--- src/efh_pkg.sv ---
// Constants, timing counts and state types for the elastic FIFO host controller.
// Assumes a single 50 MHz clock and pin inputs already synchronous to it.
// What this block does
// RULE1: Device keeps sixteen 4-bit words in order
// RULE2: Each device slot has a full marker
// RULE3: Empty slot copies full predecessor, clears it
// RULE4: Words ripple to output without strobes
// RULE5: Master clear empties device, sets flags
// RULE6: Master clear keeps output stage word
// RULE7: Pulse master clear once before writing
// RULE8: Input ready high only when input slot empty
// RULE9: Output valid high only with valid word
// RULE10: Shift-in rising edge captures write word
// RULE11: Shift-in high during clear loads on release
// RULE12: Input ready drops after shift-in edge
// RULE13: Writer returns shift-in low each write
// RULE14: Full store, held shift-in loads after read; the model counts a shift-in edge on a full store in viol and drops the word
// RULE15: Shift-out falling edge advances next word
// RULE16: Output valid returns high once refilled
// RULE17: Shift-out held high on empty autoreads
// RULE18: Active-low enable drives or floats outputs; the model shows the inverse word instead of floating
// RULE19: Strobes up to 35 MHz, never overflow
// RULE20: All four data lanes behave alike
// RULE21: Side-by-side devices need combined flags
// RULE22: Chained devices handshake without glue logic
// RULE23: Synchronous version detects edges as events
package efh_pkg;
  localparam int WORD_W = 4;
  localparam int DEPTH = 16;
  localparam int CLK_NS = 20;
  localparam int BURST_MHZ = 35;
  localparam int BURST_PERIOD_NS = (1000 + BURST_MHZ - 1) / BURST_MHZ;
  localparam int STROBE_HIGH_NS = 30;
  localparam int STROBE_LOW_NS = 30;
  localparam int MCLR_HIGH_NS = 100;
  localparam int MCLR_RECOV_NS = 100;
  localparam int TMR_W = 8;

  function automatic int ns2cyc(input int ns);
    int c;
    c = (ns + CLK_NS - 1) / CLK_NS;
    return (c < 1) ? 1 : c;
  endfunction : ns2cyc

  localparam int STROBE_HIGH_CYC = ns2cyc(STROBE_HIGH_NS);
  localparam int STROBE_LOW_CYC = ns2cyc(STROBE_LOW_NS);
  localparam int BURST_CYC = ns2cyc(BURST_PERIOD_NS);
  localparam int MCLR_HIGH_CYC = ns2cyc(MCLR_HIGH_NS);
  localparam int MCLR_RECOV_CYC = ns2cyc(MCLR_RECOV_NS);

  typedef enum logic [2:0] {
    EFH_I_CLEAR = 3'h1,
    EFH_I_RECOV = 3'h2,
    EFH_I_RUN = 3'h4
  } efh_init_t;

  typedef enum logic [3:0] {
    EFH_W_IDLE = 4'h1,
    EFH_W_SETUP = 4'h2,
    EFH_W_HIGH = 4'h4,
    EFH_W_LOW = 4'h8
  } efh_wr_t;

  typedef enum logic [2:0] {
    EFH_R_IDLE = 3'h1,
    EFH_R_HIGH = 3'h2,
    EFH_R_LOW = 3'h4
  } efh_rd_t;
endpackage : efh_pkg

--- src/efh_stream_if.sv ---
// Valid/ready word stream between the host controller and its buffers.
// Assumes both ends share sys_clk.
`timescale 1ns/1ns
`default_nettype none
interface efh_stream_if #(parameter int W = 4);
  logic valid;
  logic ready;
  logic [W-1:0] data;
  modport src (output valid, output data, input ready);
  modport snk (input valid, input data, output ready);
endinterface : efh_stream_if
`default_nettype wire

--- src/efh_buf.sv ---
// Parameterised word FIFO with valid/ready on both sides.
// Assumes one clock and an asynchronous active-low reset.
`timescale 1ns/1ns
`default_nettype none
module efh_buf #(
  parameter int WIDTH = 4,
  parameter int DEPTH = 16
) (
  input wire logic sys_clk,
  input wire logic resetn,
  efh_stream_if.snk in_s,
  efh_stream_if.src out_s
);
  localparam int AW = (DEPTH > 1) ? $clog2(DEPTH) : 1;
  localparam int CW = $clog2(DEPTH + 1);
  localparam logic [AW-1:0] LAST = AW'(DEPTH - 1);
  localparam logic [CW-1:0] FULLC = CW'(DEPTH);

  logic [WIDTH-1:0] mem_r [DEPTH];
  logic [AW-1:0] wr_ptr_r, wr_ptr_nxt, rd_ptr_r, rd_ptr_nxt;
  logic [CW-1:0] cnt_r, cnt_nxt;
  logic full_r, full_nxt, empty_r, empty_nxt;
  logic push, pop;

  assign in_s.ready = !full_r;
  assign out_s.valid = !empty_r;
  assign out_s.data = mem_r[rd_ptr_r];
  assign push = in_s.valid && !full_r;
  assign pop = out_s.ready && !empty_r;

  always_comb begin
    wr_ptr_nxt = wr_ptr_r;
    rd_ptr_nxt = rd_ptr_r;
    cnt_nxt = cnt_r;
    if (push) begin
      wr_ptr_nxt = (wr_ptr_r == LAST) ? '0 : wr_ptr_r + 1'b1;
    end
    if (pop) begin
      rd_ptr_nxt = (rd_ptr_r == LAST) ? '0 : rd_ptr_r + 1'b1;
    end
    if (push && !pop) begin
      cnt_nxt = cnt_r + 1'b1;
    end else if (pop && !push) begin
      cnt_nxt = cnt_r - 1'b1;
    end
    full_nxt = (cnt_nxt == FULLC);
    empty_nxt = (cnt_nxt == '0);
  end

  always_ff @(posedge sys_clk or negedge resetn) begin
    if (!resetn) begin
      wr_ptr_r <= '0;
      rd_ptr_r <= '0;
      cnt_r <= '0;
      full_r <= 1'b0;
      empty_r <= 1'b1;
    end else begin
      wr_ptr_r <= wr_ptr_nxt;
      rd_ptr_r <= rd_ptr_nxt;
      cnt_r <= cnt_nxt;
      full_r <= full_nxt;
      empty_r <= empty_nxt;
    end
  end

  always_ff @(posedge sys_clk) begin
    if (push) begin
      mem_r[wr_ptr_r] <= in_s.data;
    end
  end

  // Count stays within depth and tracks flags
  property p_buf_count;
    @(posedge sys_clk) disable iff (!resetn)
      (cnt_r <= FULLC) && (full_r == (cnt_r == FULLC)) && (empty_r == (cnt_r == '0));
  endproperty
  a_buf_count: assert property (p_buf_count) else $error("FIFO count and flags disagree");
endmodule : efh_buf
`default_nettype wire

--- src/efh_host.sv ---
// Host controller that drives an external elastic FIFO through its pins.
// Assumes device pins are synchronous to sys_clk and one device is attached.
`timescale 1ns/1ns
`default_nettype none
module efh_host #(
  parameter int WORD_W = efh_pkg::WORD_W,
  parameter int BUF_DEPTH = efh_pkg::DEPTH
) (
  input wire logic sys_clk,
  input wire logic resetn,
  input wire logic wr_valid,
  input wire logic [WORD_W-1:0] wr_data,
  output logic wr_ready,
  output logic rd_valid,
  output logic [WORD_W-1:0] rd_data,
  input wire logic rd_ready,
  output logic master_clear,
  output logic shift_in,
  output logic [WORD_W-1:0] write_word,
  input wire logic input_ready,
  output logic shift_out,
  input wire logic output_valid_flag,
  input wire logic [WORD_W-1:0] read_word,
  output logic output_enable_n
);
  localparam logic [efh_pkg::TMR_W-1:0] T_MC = efh_pkg::TMR_W'(efh_pkg::MCLR_HIGH_CYC);
  localparam logic [efh_pkg::TMR_W-1:0] T_MR = efh_pkg::TMR_W'(efh_pkg::MCLR_RECOV_CYC);
  localparam logic [efh_pkg::TMR_W-1:0] T_HI = efh_pkg::TMR_W'(efh_pkg::STROBE_HIGH_CYC);
  localparam logic [efh_pkg::TMR_W-1:0] T_LO = efh_pkg::TMR_W'(efh_pkg::STROBE_LOW_CYC);

  efh_stream_if #(.W(WORD_W)) tx_in ();
  efh_stream_if #(.W(WORD_W)) tx_out ();
  efh_stream_if #(.W(WORD_W)) rx_in ();
  efh_stream_if #(.W(WORD_W)) rx_out ();

  efh_buf #(.WIDTH(WORD_W), .DEPTH(BUF_DEPTH)) u_tx_buf (
    .sys_clk(sys_clk),
    .resetn(resetn),
    .in_s(tx_in),
    .out_s(tx_out)
  );

  efh_buf #(.WIDTH(WORD_W), .DEPTH(BUF_DEPTH)) u_rx_buf (
    .sys_clk(sys_clk),
    .resetn(resetn),
    .in_s(rx_in),
    .out_s(rx_out)
  );

  assign tx_in.valid = wr_valid;
  assign tx_in.data = wr_data;
  assign wr_ready = tx_in.ready;
  assign rd_valid = rx_out.valid;
  assign rd_data = rx_out.data;
  assign rx_out.ready = rd_ready;

  // Power-up clear sequence
  efh_pkg::efh_init_t init_r, init_nxt;
  logic [efh_pkg::TMR_W-1:0] itmr_r, itmr_nxt;
  logic mclr_r, mclr_nxt, oen_r, oen_nxt;
  logic run;

  assign run = (init_r == efh_pkg::EFH_I_RUN);
  assign master_clear = mclr_r;
  assign output_enable_n = oen_r;

  always_comb begin
    init_nxt = init_r;
    itmr_nxt = itmr_r;
    mclr_nxt = mclr_r;
    oen_nxt = oen_r;
    case (init_r)
      efh_pkg::EFH_I_CLEAR: begin
        if (itmr_r <= 1) begin // RULE7
          mclr_nxt = 1'b0;
          itmr_nxt = T_MR;
          init_nxt = efh_pkg::EFH_I_RECOV;
        end else begin
          itmr_nxt = itmr_r - 1'b1;
        end
      end
      efh_pkg::EFH_I_RECOV: begin
        if (itmr_r <= 1) begin
          oen_nxt = 1'b0; // RULE18
          init_nxt = efh_pkg::EFH_I_RUN;
        end else begin
          itmr_nxt = itmr_r - 1'b1;
        end
      end
      efh_pkg::EFH_I_RUN: begin
        init_nxt = efh_pkg::EFH_I_RUN;
      end
      default: begin
        init_nxt = efh_pkg::EFH_I_CLEAR;
        itmr_nxt = T_MC;
        mclr_nxt = 1'b1;
      end
    endcase
  end

  always_ff @(posedge sys_clk or negedge resetn) begin
    if (!resetn) begin
      init_r <= efh_pkg::EFH_I_CLEAR;
      itmr_r <= T_MC;
      mclr_r <= 1'b1; // RULE7
      oen_r <= 1'b1;
    end else begin
      init_r <= init_nxt;
      itmr_r <= itmr_nxt;
      mclr_r <= mclr_nxt;
      oen_r <= oen_nxt;
    end
  end

  // Write side: one flag-paced shift-in per word
  efh_pkg::efh_wr_t wst_r, wst_nxt;
  logic [efh_pkg::TMR_W-1:0] wtmr_r, wtmr_nxt;
  logic si_r, si_nxt;
  logic [WORD_W-1:0] ww_r, ww_nxt;

  assign shift_in = si_r;
  assign write_word = ww_r;
  // Single device, so its own flag is the composite flag
  assign tx_out.ready = (wst_r == efh_pkg::EFH_W_IDLE) && run && input_ready; // RULE21 RULE19

  always_comb begin
    wst_nxt = wst_r;
    wtmr_nxt = wtmr_r;
    si_nxt = si_r;
    ww_nxt = ww_r;
    case (wst_r)
      efh_pkg::EFH_W_IDLE: begin
        if (tx_out.ready && tx_out.valid) begin
          ww_nxt = tx_out.data;
          wst_nxt = efh_pkg::EFH_W_SETUP;
        end
      end
      efh_pkg::EFH_W_SETUP: begin
        si_nxt = 1'b1;
        wtmr_nxt = T_HI;
        wst_nxt = efh_pkg::EFH_W_HIGH;
      end
      efh_pkg::EFH_W_HIGH: begin
        if (wtmr_r <= 1) begin
          si_nxt = 1'b0; // RULE13
          wtmr_nxt = T_LO;
          wst_nxt = efh_pkg::EFH_W_LOW;
        end else begin
          wtmr_nxt = wtmr_r - 1'b1;
        end
      end
      efh_pkg::EFH_W_LOW: begin
        if (wtmr_r <= 1) begin
          wst_nxt = efh_pkg::EFH_W_IDLE;
        end else begin
          wtmr_nxt = wtmr_r - 1'b1;
        end
      end
      default: begin
        wst_nxt = efh_pkg::EFH_W_IDLE;
        si_nxt = 1'b0;
      end
    endcase
  end

  always_ff @(posedge sys_clk or negedge resetn) begin
    if (!resetn) begin
      wst_r <= efh_pkg::EFH_W_IDLE;
      wtmr_r <= '0;
      si_r <= 1'b0;
      ww_r <= '0;
    end else begin
      wst_r <= wst_nxt;
      wtmr_r <= wtmr_nxt;
      si_r <= si_nxt;
      ww_r <= ww_nxt;
    end
  end

  // Read side: capture word, then pulse shift-out
  efh_pkg::efh_rd_t rst_r, rst_nxt;
  logic [efh_pkg::TMR_W-1:0] rtmr_r, rtmr_nxt;
  logic so_r, so_nxt;
  logic take;

  assign shift_out = so_r;
  assign take = (rst_r == efh_pkg::EFH_R_IDLE) && run && output_valid_flag && rx_in.ready; // RULE17
  assign rx_in.valid = take;
  assign rx_in.data = read_word;

  always_comb begin
    rst_nxt = rst_r;
    rtmr_nxt = rtmr_r;
    so_nxt = so_r;
    case (rst_r)
      efh_pkg::EFH_R_IDLE: begin
        if (take) begin
          so_nxt = 1'b1;
          rtmr_nxt = T_HI;
          rst_nxt = efh_pkg::EFH_R_HIGH;
        end
      end
      efh_pkg::EFH_R_HIGH: begin
        if (rtmr_r <= 1) begin
          so_nxt = 1'b0; // RULE17
          rtmr_nxt = T_LO;
          rst_nxt = efh_pkg::EFH_R_LOW;
        end else begin
          rtmr_nxt = rtmr_r - 1'b1;
        end
      end
      efh_pkg::EFH_R_LOW: begin
        if (rtmr_r <= 1) begin
          rst_nxt = efh_pkg::EFH_R_IDLE;
        end else begin
          rtmr_nxt = rtmr_r - 1'b1;
        end
      end
      default: begin
        rst_nxt = efh_pkg::EFH_R_IDLE;
        so_nxt = 1'b0;
      end
    endcase
  end

  always_ff @(posedge sys_clk or negedge resetn) begin
    if (!resetn) begin
      rst_r <= efh_pkg::EFH_R_IDLE;
      rtmr_r <= '0;
      so_r <= 1'b0;
    end else begin
      rst_r <= rst_nxt;
      rtmr_r <= rtmr_nxt;
      so_r <= so_nxt;
    end
  end

  property p_no_strobe_before_run;
    @(posedge sys_clk) disable iff (!resetn)
      (master_clear || !run) |-> (!si_r && !so_r && oen_r);
  endproperty
  a_no_strobe_before_run: assert property (p_no_strobe_before_run) else $error("Strobe before clear done"); // RULE7

  property p_clear_pulse;
    @(posedge sys_clk) disable iff (!resetn)
      $fell(mclr_r) |-> !mclr_r[*5] ##1 (init_r == efh_pkg::EFH_I_RUN);
  endproperty
  a_clear_pulse: assert property (p_clear_pulse) else $error("Clear recovery wrong"); // RULE7

  property p_si_returns_low;
    @(posedge sys_clk) disable iff (!resetn)
      $rose(si_r) |-> si_r[*2] ##1 !si_r[*2];
  endproperty
  a_si_returns_low: assert property (p_si_returns_low) else $error("Shift-in width wrong"); // RULE13

  property p_si_word_stable;
    @(posedge sys_clk) disable iff (!resetn)
      (si_r || $fell(si_r)) |-> $stable(ww_r);
  endproperty
  a_si_word_stable: assert property (p_si_word_stable) else $error("Write word moved"); // RULE13

  property p_si_needs_room;
    @(posedge sys_clk) disable iff (!resetn)
      $rose(si_r) |-> $past(input_ready, 2);
  endproperty
  a_si_needs_room: assert property (p_si_needs_room) else $error("Shift-in without room"); // RULE19

  property p_so_needs_valid;
    @(posedge sys_clk) disable iff (!resetn)
      $rose(so_r) |-> ($past(output_valid_flag) && $past(rx_in.ready));
  endproperty
  a_so_needs_valid: assert property (p_so_needs_valid) else $error("Shift-out on empty"); // RULE17

  property p_so_period;
    @(posedge sys_clk) disable iff (!resetn)
      $rose(so_r) |-> so_r[*2] ##1 !so_r[*2];
  endproperty
  a_so_period: assert property (p_so_period) else $error("Shift-out period too short"); // RULE19
endmodule : efh_host
`default_nettype wire

--- config.mk ---
export PLATFORM = sky130hd
export DESIGN_NAME = efh_host
export DESIGN_NICKNAME = d
export VERILOG_FILES = /design/src/efh_pkg.sv /design/src/efh_stream_if.sv /design/src/efh_buf.sv /design/src/efh_host.sv
export SDC_FILE = /design/constraint.sdc
export NUM_CORES = 1
export LEC_CHECK = 0
export BUFFER_PORTS_ARGS = -buffer_cell sky130_fd_sc_hd__buf_2
export CELL_PAD_IN_SITES_DETAIL_PLACEMENT = 0
export CELL_PAD_IN_SITES_GLOBAL_PLACEMENT = 1
export CORE_ASPECT_RATIO = 0.7
export CORE_MARGIN = 10
export CORE_UTILIZATION = 35
export CTS_CLUSTER_DIAMETER = 150
export DETAILED_ROUTE_END_ITERATION = 16
export GPL_TIMING_DRIVEN = 0
export PLACE_DENSITY = 0.68
export SETUP_SLACK_MARGIN = 0.4
export SLEW_MARGIN = 20
export SYNTH_ARGS = -nofsm -noshare
export SYNTH_HDL_FRONTEND = slang
export SYNTH_SLANG_ARGS = --single-unit
--- constraint.sdc ---
create_clock -name sys_clk -period 2 [get_ports sys_clk]
set_input_delay 0.1 -clock sys_clk [delete_from_list [all_inputs] [get_ports sys_clk]]
set_output_delay 0.1 -clock sys_clk [all_outputs]
set_load 0.05 [all_outputs]
### Word level (Yosys, flattened, before mapping)

Memory sizes are Yosys's and may differ from the RTL's. A register that Yosys moved wholly into a read port is not among the register bits.
Cells that the tools add are included.

* word-level logic and storage cells: 146
* memory bits (writable): 128
* memories: 2
* input port bits: 14
* register bits: 68
* output and inout port bits: 14

Memory list
* u_rx_buf.mem_r: depth 16, bits a word 4, read ports 1, clocked after memory_dff 0, wr ports 1, line efh_buf.sv:19 `logic [WIDTH-1:0] mem_r [DEPTH];`
* u_tx_buf.mem_r: depth 16, bits a word 4, read ports 1, clocked after memory_dff 1, wr ports 1, line efh_buf.sv:19

* bitwise gates (word level): 4
* equal/unequal tests: 27
* add/sub/neg operators: 11
* muxes and demuxes: 40
* reduce and logical (&&, ||, !) cells: 39
* magnitude comparators: 3

Operators by type and width (number)
* case mux 8 bit (3 select lines): 3
* two-way mux 8 bit: 7
* two-way mux 4 bit: 7
* <= comparator 8 x 1 -> 1 bit (second input constant): 3
* subtractor 8 x 1 -> 8 bit (second input constant): 3
* equality test 4 bit (second input constant): 5
* two-way mux 5 bit: 4
* != test 2 bit (second input constant): 9
* case mux 3 bit (3 select lines): 2
* adder 4 x 1 -> 4 bit (second input constant): 4
* case mux 4 bit (4 select lines): 1
* two-way mux 3 bit: 5
* AND reduction 2 bit: 7
* logical AND 1 bit: 13
* AND reduction 3 bit: 4
* adder 5 x 1 -> 5 bit (second input constant): 2
* equality test 5 bit (second input constant): 2
* zero test 5 bit: 2
* subtractor 5 x 1 -> 5 bit (second input constant): 2
* zero test 1 bit: 9
* two-way mux 1 bit: 8
* equality test 3 x 1 -> 1 bit (second input constant): 2
* equality test 3 x 2 -> 1 bit (second input constant): 2
* equality test 3 bit (second input constant): 2
* 9 further kinds: 16

### Depth between registers and ports, before layout

Gate-level depths: netlist of run 1.

* depth in word-level cells: 10
* mapped depth: 9
* gate-level depth less buffers: 8

### Hierarchy

From an unflattened synthesis of run 1, not the netlist that was laid out.

* cells, all modules: 673
* area, all modules: 9270.1 µm²

By module, submodules not included
* efh_buf (u_rx_buf): area an instance 3457.1 µm², times used 1, sequential area each 2298.5 µm², cells an instance 207
* efh_buf (u_tx_buf): area an instance 3402.0 µm², times used 1, sequential area each 2298.5 µm², cells an instance 208
* efh_host: area an instance 2411.1 µm², times used 1, sequential area each 1059.8 µm², cells an instance 258

### Worst setup path before layout of run 1

Ideal clock, no wire load.

* path kind: reg2out
* start: register u_rx_buf.rd_ptr_r[0]
* end: output port rd_data[0]
* setup slack: -0.159 ns
* cell stages (with the launch flop): 4
* path buffers: 1
* required time: 1.900 ns
* data arrival time: 2.059 ns
* path through: dfrtp_1 clkbuf_1 mux4_2 mux4_2

* cells in the longest elaborated chain, start to end: 1

RTL lines
* from (decl): line efh_buf.sv:20 `logic [AW-1:0] wr_ptr_r, wr_ptr_nxt, rd_ptr_r, rd_ptr_nxt;`
* from (signal assigned): line efh_buf.sv:59 `rd_ptr_r <= rd_ptr_nxt;`
* memory read (16 x 4 bit)
* to (decl): line efh_host.sv:15 `output logic [WORD_W-1:0] rd_data,`

Every way passes these cells.

### Final worst setup path of run 1

* start: register u_rx_buf.rd_ptr_r[0]
* end: output port rd_data[3]

Same word-level chain as after synthesis.

==> impl_metrics.toml, run 1 <==
[timing]
tightest_slew_ps = 764.7
min_period_ps = 2399
rsz0062_at_grt = "yes"
tns_ps = -1880
slew_viol_final = 0
finalCritPeriodShare_pct = 119.9
finalHoldViolCount = 0
setup_viol = 11
setup_ws_ps = -398.6
slew_headroom_pct = 49.02
fmax_ghz = 0.4169
finClkSkew_ps = 7.986

[worst_setup_path]
crit_type = "reg -> out"
cp.arrival_ps = 2300
r2r-start = "rtmr_r[5]"
cp-end-kind = "output pin"
cp.required_ps = 1900
cp_max_fo = 5
r2r-end = "rtmr_r[6]"
worst_r2r_path_depth = 7
setup.worst_path.start_class = "register"
reg2reg_slack_ps = -100

[power]
vdd_drop_max_uv = 745.6
p_total_mw = 17.08
leakage_nw = 4.652
pwr_density_cell_nw_per_um2 = 1373

[cts]
clk_latency_ps = 430
cts_sinks = 200
clk_pin_slew_ps = 70
clock_path_buffers = 2
ctsHtreeMaxLevel = 4
root_buffer = "clkbuf_16"
cts_buffers = 17
cts_tree = "built"

[placement]
port_buffers = 27
place_area_um2 = 10060
preCtsSetupSlack_ps = -108.1
placedCellCount = 1026
post-dp-hpwl_um = 13570
place_congestion = 0.8243

[global_route]
grt_use_total_pct = 13.23
grt_pass1_wl_um = 34560
grt-ovfl-total = 0
grt_pass1_vias = 6371
antenna_found_initial = 0
grt_max_degree = 40

[floorplan]
die_w_um = 213.3
design.core.area_um2 = 25750
ios = 28
initial_core_util_pct = 35.56
fp-row-count = 49
die_h_um = 155.3
die_area_um2 = 33140

[routing]
drt_iter0_markers = 376
routedWlPerCell_um = 18.94
drc = 0
via_per_inst = 5.303
wl_um = 21650
routed-via-count = 6061
ant_nets = 0
first_pass_iters = 5

[synth]
synth_edf_count = 128
synth-seq-cells = 200
netlist_instances = 667
yosys-top-cells-area = "edfxtp_1 42%, dfrtp_1 17%, mux4_2 8.9%"
synth_top_area_share_pct = 41.97
synth_async_sr_flop_share_pct = 36.00
syn-mean-instance-area_um2 = 13.73
synth_top_area_cell = "edfxtp_1"
seq_area_frac_synth_pct = 61.77
yosysWarnings = 0
syn-num-nets = 701
syn-cell-area_um2 = 9158
yosysMostFrequentCell = "edfxtp_1"
ys_types = 65
netlist_top_cells_count = "128 x edfxtp_1, 63 x dfrtp_1, 49 x nand2_1"
ys.flop_type = "edfxtp_1"

[outcome]
violations = "negative setup slack"
status = "complete, but fails checks"

[cells_and_area]
syn2layout_area_growth_pct = 35.89
fin_area_um2 = 12440
n_antenna_cell = 0
stdcell_count = 1143
drive_gt1_share_pct = 48.40
layout.nets = 833

[flow_run]
maxCapViolations = 0

[hold_path]
worstHoldStart = "read_word[3]"
min_path_cells = 1
hold_end = "u_rx_buf.mem_r[12][3]"
hold_class = "in -> reg"
==> routing by layer <==
| metal | part of all wire [%] | wire length (um) | track usage [%] | vias up |
|---|---|---|---|---|
| met3 | 3.8 | 827 | 3.011 | 12 |
| met1 | 47 | 10190 | 18.09 | 3130 |
| met5 | 0 | 0 | 0 | - |
| li1 | - | - | - | 2803 |
| met2 | 48 | 10440 | 20.89 | 116 |
| met4 | 0.86 | 187 | 3.097 | 0 |
==> worst max path at each step <==
| stage | from | endpoint |
|---|---|---|
| finish | u_rx_buf.rd_ptr_r[0] | rd_data[3] |
| global route | u_rx_buf.rd_ptr_r[0] | rd_data[3] |
| CTS | u_rx_buf.rd_ptr_r[0] | rd_data[2] |
| detailed placement | u_tx_buf.rd_ptr_r[1] | write_word[0] |
| global placement | init_r[1] | u_tx_buf.full_r |
| floorplan | rtmr_r[6] | rtmr_r[6] |
==> sequential cells by signal, indices dropped and copies added (netlist names) <==
name               count
u_rx_buf.wr_ptr_r      4
rtmr_r                 8
u_rx_buf.rd_ptr_r      4
u_tx_buf.full_r        1
u_tx_buf.rd_ptr_r      4
rst_r                  3
shift_in               1
wtmr_r                 8
u_tx_buf.empty_r       1
u_rx_buf.empty_r       1
u_rx_buf.full_r        1
shift_out              1
init_r                 3
u_tx_buf.mem_r        64
write_word             4
u_tx_buf.cnt_r         5
wst_r                  4
u_rx_buf.mem_r        64
u_rx_buf.cnt_r         5
itmr_r                 8
master_clear           1
output_enable_n        1
u_tx_buf.wr_ptr_r      4
==> stage by stage <==
step | hold slack, ps | utilization, %
floorplan | -195.6 | -
global placement | 474.4 | 38.99
detailed placement | 127.0 | 39.08
CTS | 32.97 | 45.88
global route | 49.05 | 48.33
finish | 63.33 | 48.33
==> critical path, stage by stage (launching register included) <==
cell,delay [ps]
dfrtp_2,450
clkbuf_16,190
mux4_2,540
mux4_2,510
buf_6,170
==> timing repair <==
action                                 4_1_cts  5_1_grt
pin swaps                                   49       51
buffers inserted                            55       27
endpoints found under the hold margin       30        0
resized for setup                          190       93
cloned                                       2        0
setup endpoints to repair                  195      178
hold buffers                                 1        0
==> cells by family after synthesis <==
| family | count (synthesis) | synth area share (%) |
|---|---|---|
| DFF | 200 | 61.77 |
| AOI/OAI and AO/OA | 104 | 7.720 |
| muxes | 52 | 10.62 |
| buffers and inverters | 52 | 2.241 |
| and+or+nand+nor | 218 | 12.91 |
| adders and majority gates | 20 | 2.733 |
| xor gates and xnor gates | 21 | 2.009 |
==> final cells by class <==
cell class              instances  area [um^2]
plain buffers                  31        346.6
clock buffers                  21        470.5
clock inverters                11        112.6
fillers                      2178        13310
inverters                      21        91.34
multi-input cells             415         4372
flip-flops and latches        200         5665
well taps                     331        414.1
repair buffers                113        972.2
==> power by group <==
part	total (mW)	switching [mW]	internal, mW
logic	7.85	4.08	3.76
clock network	3.39	1.55	1.84
registers	5.84	0.688	5.15
==> layout by cell type (no fill, tap or decap), types with 11 or more instances in the layout <==
| cell | netlist | routed |
|---|---|---|
| clkbuf_8 | 0 | 11 |
| mux4_2 | 36 | 36 |
| o21ai_1 | 3 | 11 |
| buf_2 | 4 | 22 |
| buf_4 | 0 | 51 |
| buf_6 | 0 | 36 |
| xnor2_1 | 18 | 13 |
| edfxtp_1 | 128 | 128 |
| and2_4 | 0 | 13 |
| ha_1 | 20 | 14 |
| clkbuf_16 | 0 | 21 |
| nor2_1 | 36 | 22 |
| nand2_1 | 49 | 37 |
| inv_1 | 19 | 15 |
| dfrtp_1 | 63 | 56 |
| nor2_4 | 0 | 11 |
Note: power is estimated with default switching activity, not from simulation.
==> inputs of run 2 (changes only) <==
--- a/config.mk
+++ b/config.mk
@@ -10,11 +10,11 @@
 export CELL_PAD_IN_SITES_GLOBAL_PLACEMENT = 1
 export CORE_ASPECT_RATIO = 0.7
 export CORE_MARGIN = 10
-export CORE_UTILIZATION = 35
+export CORE_UTILIZATION = 25
 export CTS_CLUSTER_DIAMETER = 150
 export DETAILED_ROUTE_END_ITERATION = 16
 export GPL_TIMING_DRIVEN = 0
-export PLACE_DENSITY = 0.68
+export PLACE_DENSITY = 0.55
 export SETUP_SLACK_MARGIN = 0.4
 export SLEW_MARGIN = 20
 export SYNTH_ARGS = -nofsm -noshare
==> run 2 against run 1 <==
- the flow still finishes with violations (negative setup slack)
- hold slack worse by 27 ps
- count of clock-buffer cells in the layout down 3
- global-route usage down 3.3 points
- clock skew up 11 ps
- fmax up 0.35%
- cell area up 3.1%
- flip-flop and latch count unchanged
- sequential share of layout area down 1.3 points
- first-iteration DRC count up 6.6%
- core utilization down 13 points
- register-to-register slack better by 20 ps
- clock power about the same
- critical endpoint is now rd_data[0]
- largest cell class unchanged
- highest routed layer is now met5
==> impl_metrics.toml, run 2 (synthesis gave the netlist of run 1 again) <==
[floorplan]
initial_core_util_pct = 25.39
die_h_um = 180.1
ios = 28
die_w_um = 248.8
die_area_um2 = 44810
design.core.area_um2 = 36070
fp-row-count = 58

[worst_setup_path]
cp.arrival_ps = 2290
cp_max_fo = 5
reg2reg_slack_ps = -80
r2r-start = "rtmr_r[5]"
worst_r2r_path_depth = 7
r2r-end = "rtmr_r[6]"
cp-end-kind = "output pin"
setup.worst_path.start_class = "register"
cp.required_ps = 1900
crit_type = "reg -> out"

[routing]
first_pass_iters = 6
wl_um = 22350
ant_nets = 0
drt_iter0_markers = 401
routedWlPerCell_um = 17.19
via_per_inst = 4.616
drc = 0
routed-via-count = 6001

[global_route]
grt_use_total_pct = 9.971
grt-ovfl-total = 0
grt_max_degree = 52
grt_pass1_vias = 6007
antenna_found_initial = 1
grt_pass1_wl_um = 35650

[cts]
root_buffer = "clkbuf_16"
clk_latency_ps = 450
clock_path_buffers = 2
cts_tree = "built"
cts_buffers = 17
cts_sinks = 200
ctsHtreeMaxLevel = 4
clk_pin_slew_ps = 70

[timing]
min_period_ps = 2390
finClkSkew_ps = 18.57
rsz0062_at_grt = "yes"
fmax_ghz = 0.4184
slew_headroom_pct = 42.24
finalHoldViolCount = 0
finalCritPeriodShare_pct = 119.5
setup_viol = 12
setup_ws_ps = -390.2
tightest_slew_ps = 866.4
slew_viol_final = 0
tns_ps = -1875

[cells_and_area]
fill_cells = 3444
fin_util_pct = 35.58
layout_commonest_cell = "edfxtp_1"
n_antenna_cell = 0
syn2layout_area_growth_pct = 40.14
final_cell_mix = "128 x edfxtp_1, 55 x buf_4, 52 x dfrtp_1"
top_regs = "u_rx_buf.mem_r (64), u_tx_buf.mem_r (64)"
seq_area_um2 = 5670
drive_gt1_share_pct = 50.61
layout.nets = 843
multi_input_area_um2 = 4417

[power]
pwr_density_cell_nw_per_um2 = 1385
vdd_drop_max_uv = 764.1
p_total_mw = 17.78
leakage_nw = 4.706

[placement]
post-dp-hpwl_um = 13960
place_congestion = 0.7149
port_buffers = 27

[hold_path]
hold_end = "u_tx_buf.mem_r[5][0]"
min_path_cells = 1
worstHoldStart = "wr_data[0]"
hold_class = "in -> reg"

[flow_run]
maxCapViolations = 0

[outcome]
status = "complete, but fails checks"
violations = "negative setup slack"
-- run 2: where the power goes --
part           total (mW)  switching [mW]  internal, mW
Clock                3.36            1.63          1.73
Combinational        8.56            4.25          4.31
Sequential           5.86           0.702          5.16
Total                17.8            6.58          11.2
-- run 2: routing by layer --
layer | wire [um] | share of wire [%] | track usage [%]
met2 | 9887 | 44 | 14.01
met4 | 165 | 0.74 | 2.336
met3 | 659 | 2.9 | 2.514
met5 | 7 | 0.031 | 0
met1 | 11630 | 52 | 14.83
-- run 2: area by class of cell --
type	count	share of cell area, %
Sequential cell	200	44.18
Multi-Input combinational cell	415	34.42
Timing Repair Buffer	123	8.960
Tap cell	480	4.680
Clock buffer	18	3.344
Buffer	31	2.740
Clock inverter	12	0.9652
Inverter	21	0.7117
-- run 2: metrics by stage --
step                hold WS [ps]  cell area (um^2)  setup slack, ps  cells
floorplan                 -195.6              9490            13.01    667
global placement           474.7             10230           -256.9   1174
detailed placement         41.56             10260           -228.1   1175
CTS                        20.92             12230           -423.2   1276
global route               34.21             12830           -446.9   1300
finish                     36.26             12830           -390.2   1300
-- run 2: critical path, stage by stage (launching register included) --
cell and delay, ps:
dfrtp_2 450, clkbuf_16 190, mux4_2 550, mux4_2 490, buf_6 170
-- run 2: worst max path at each step --
stage | startpoint | end | slack, ps
after floorplan | rtmr_r[6] | rtmr_r[6] | 10
after global placement | u_tx_buf.rd_ptr_r[1] | write_word[1] | -260
after detailed placement | u_tx_buf.rd_ptr_r[1] | write_word[0] | -230
after CTS | u_rx_buf.rd_ptr_r[0] | rd_data[0] | -420
after global routing | u_rx_buf.rd_ptr_r[0] | rd_data[2] | -450
final | u_rx_buf.rd_ptr_r[0] | rd_data[0] | -390
-- run 2: timing repair --
item,in CTS,in global routing
pin swaps,60,49
hold buffers,1,0
setup buffers,67,24
endpoints found under the hold margin,64,0
gates resized for setup,219,90
gates cloned,3,0
setup endpoints to repair,194,196
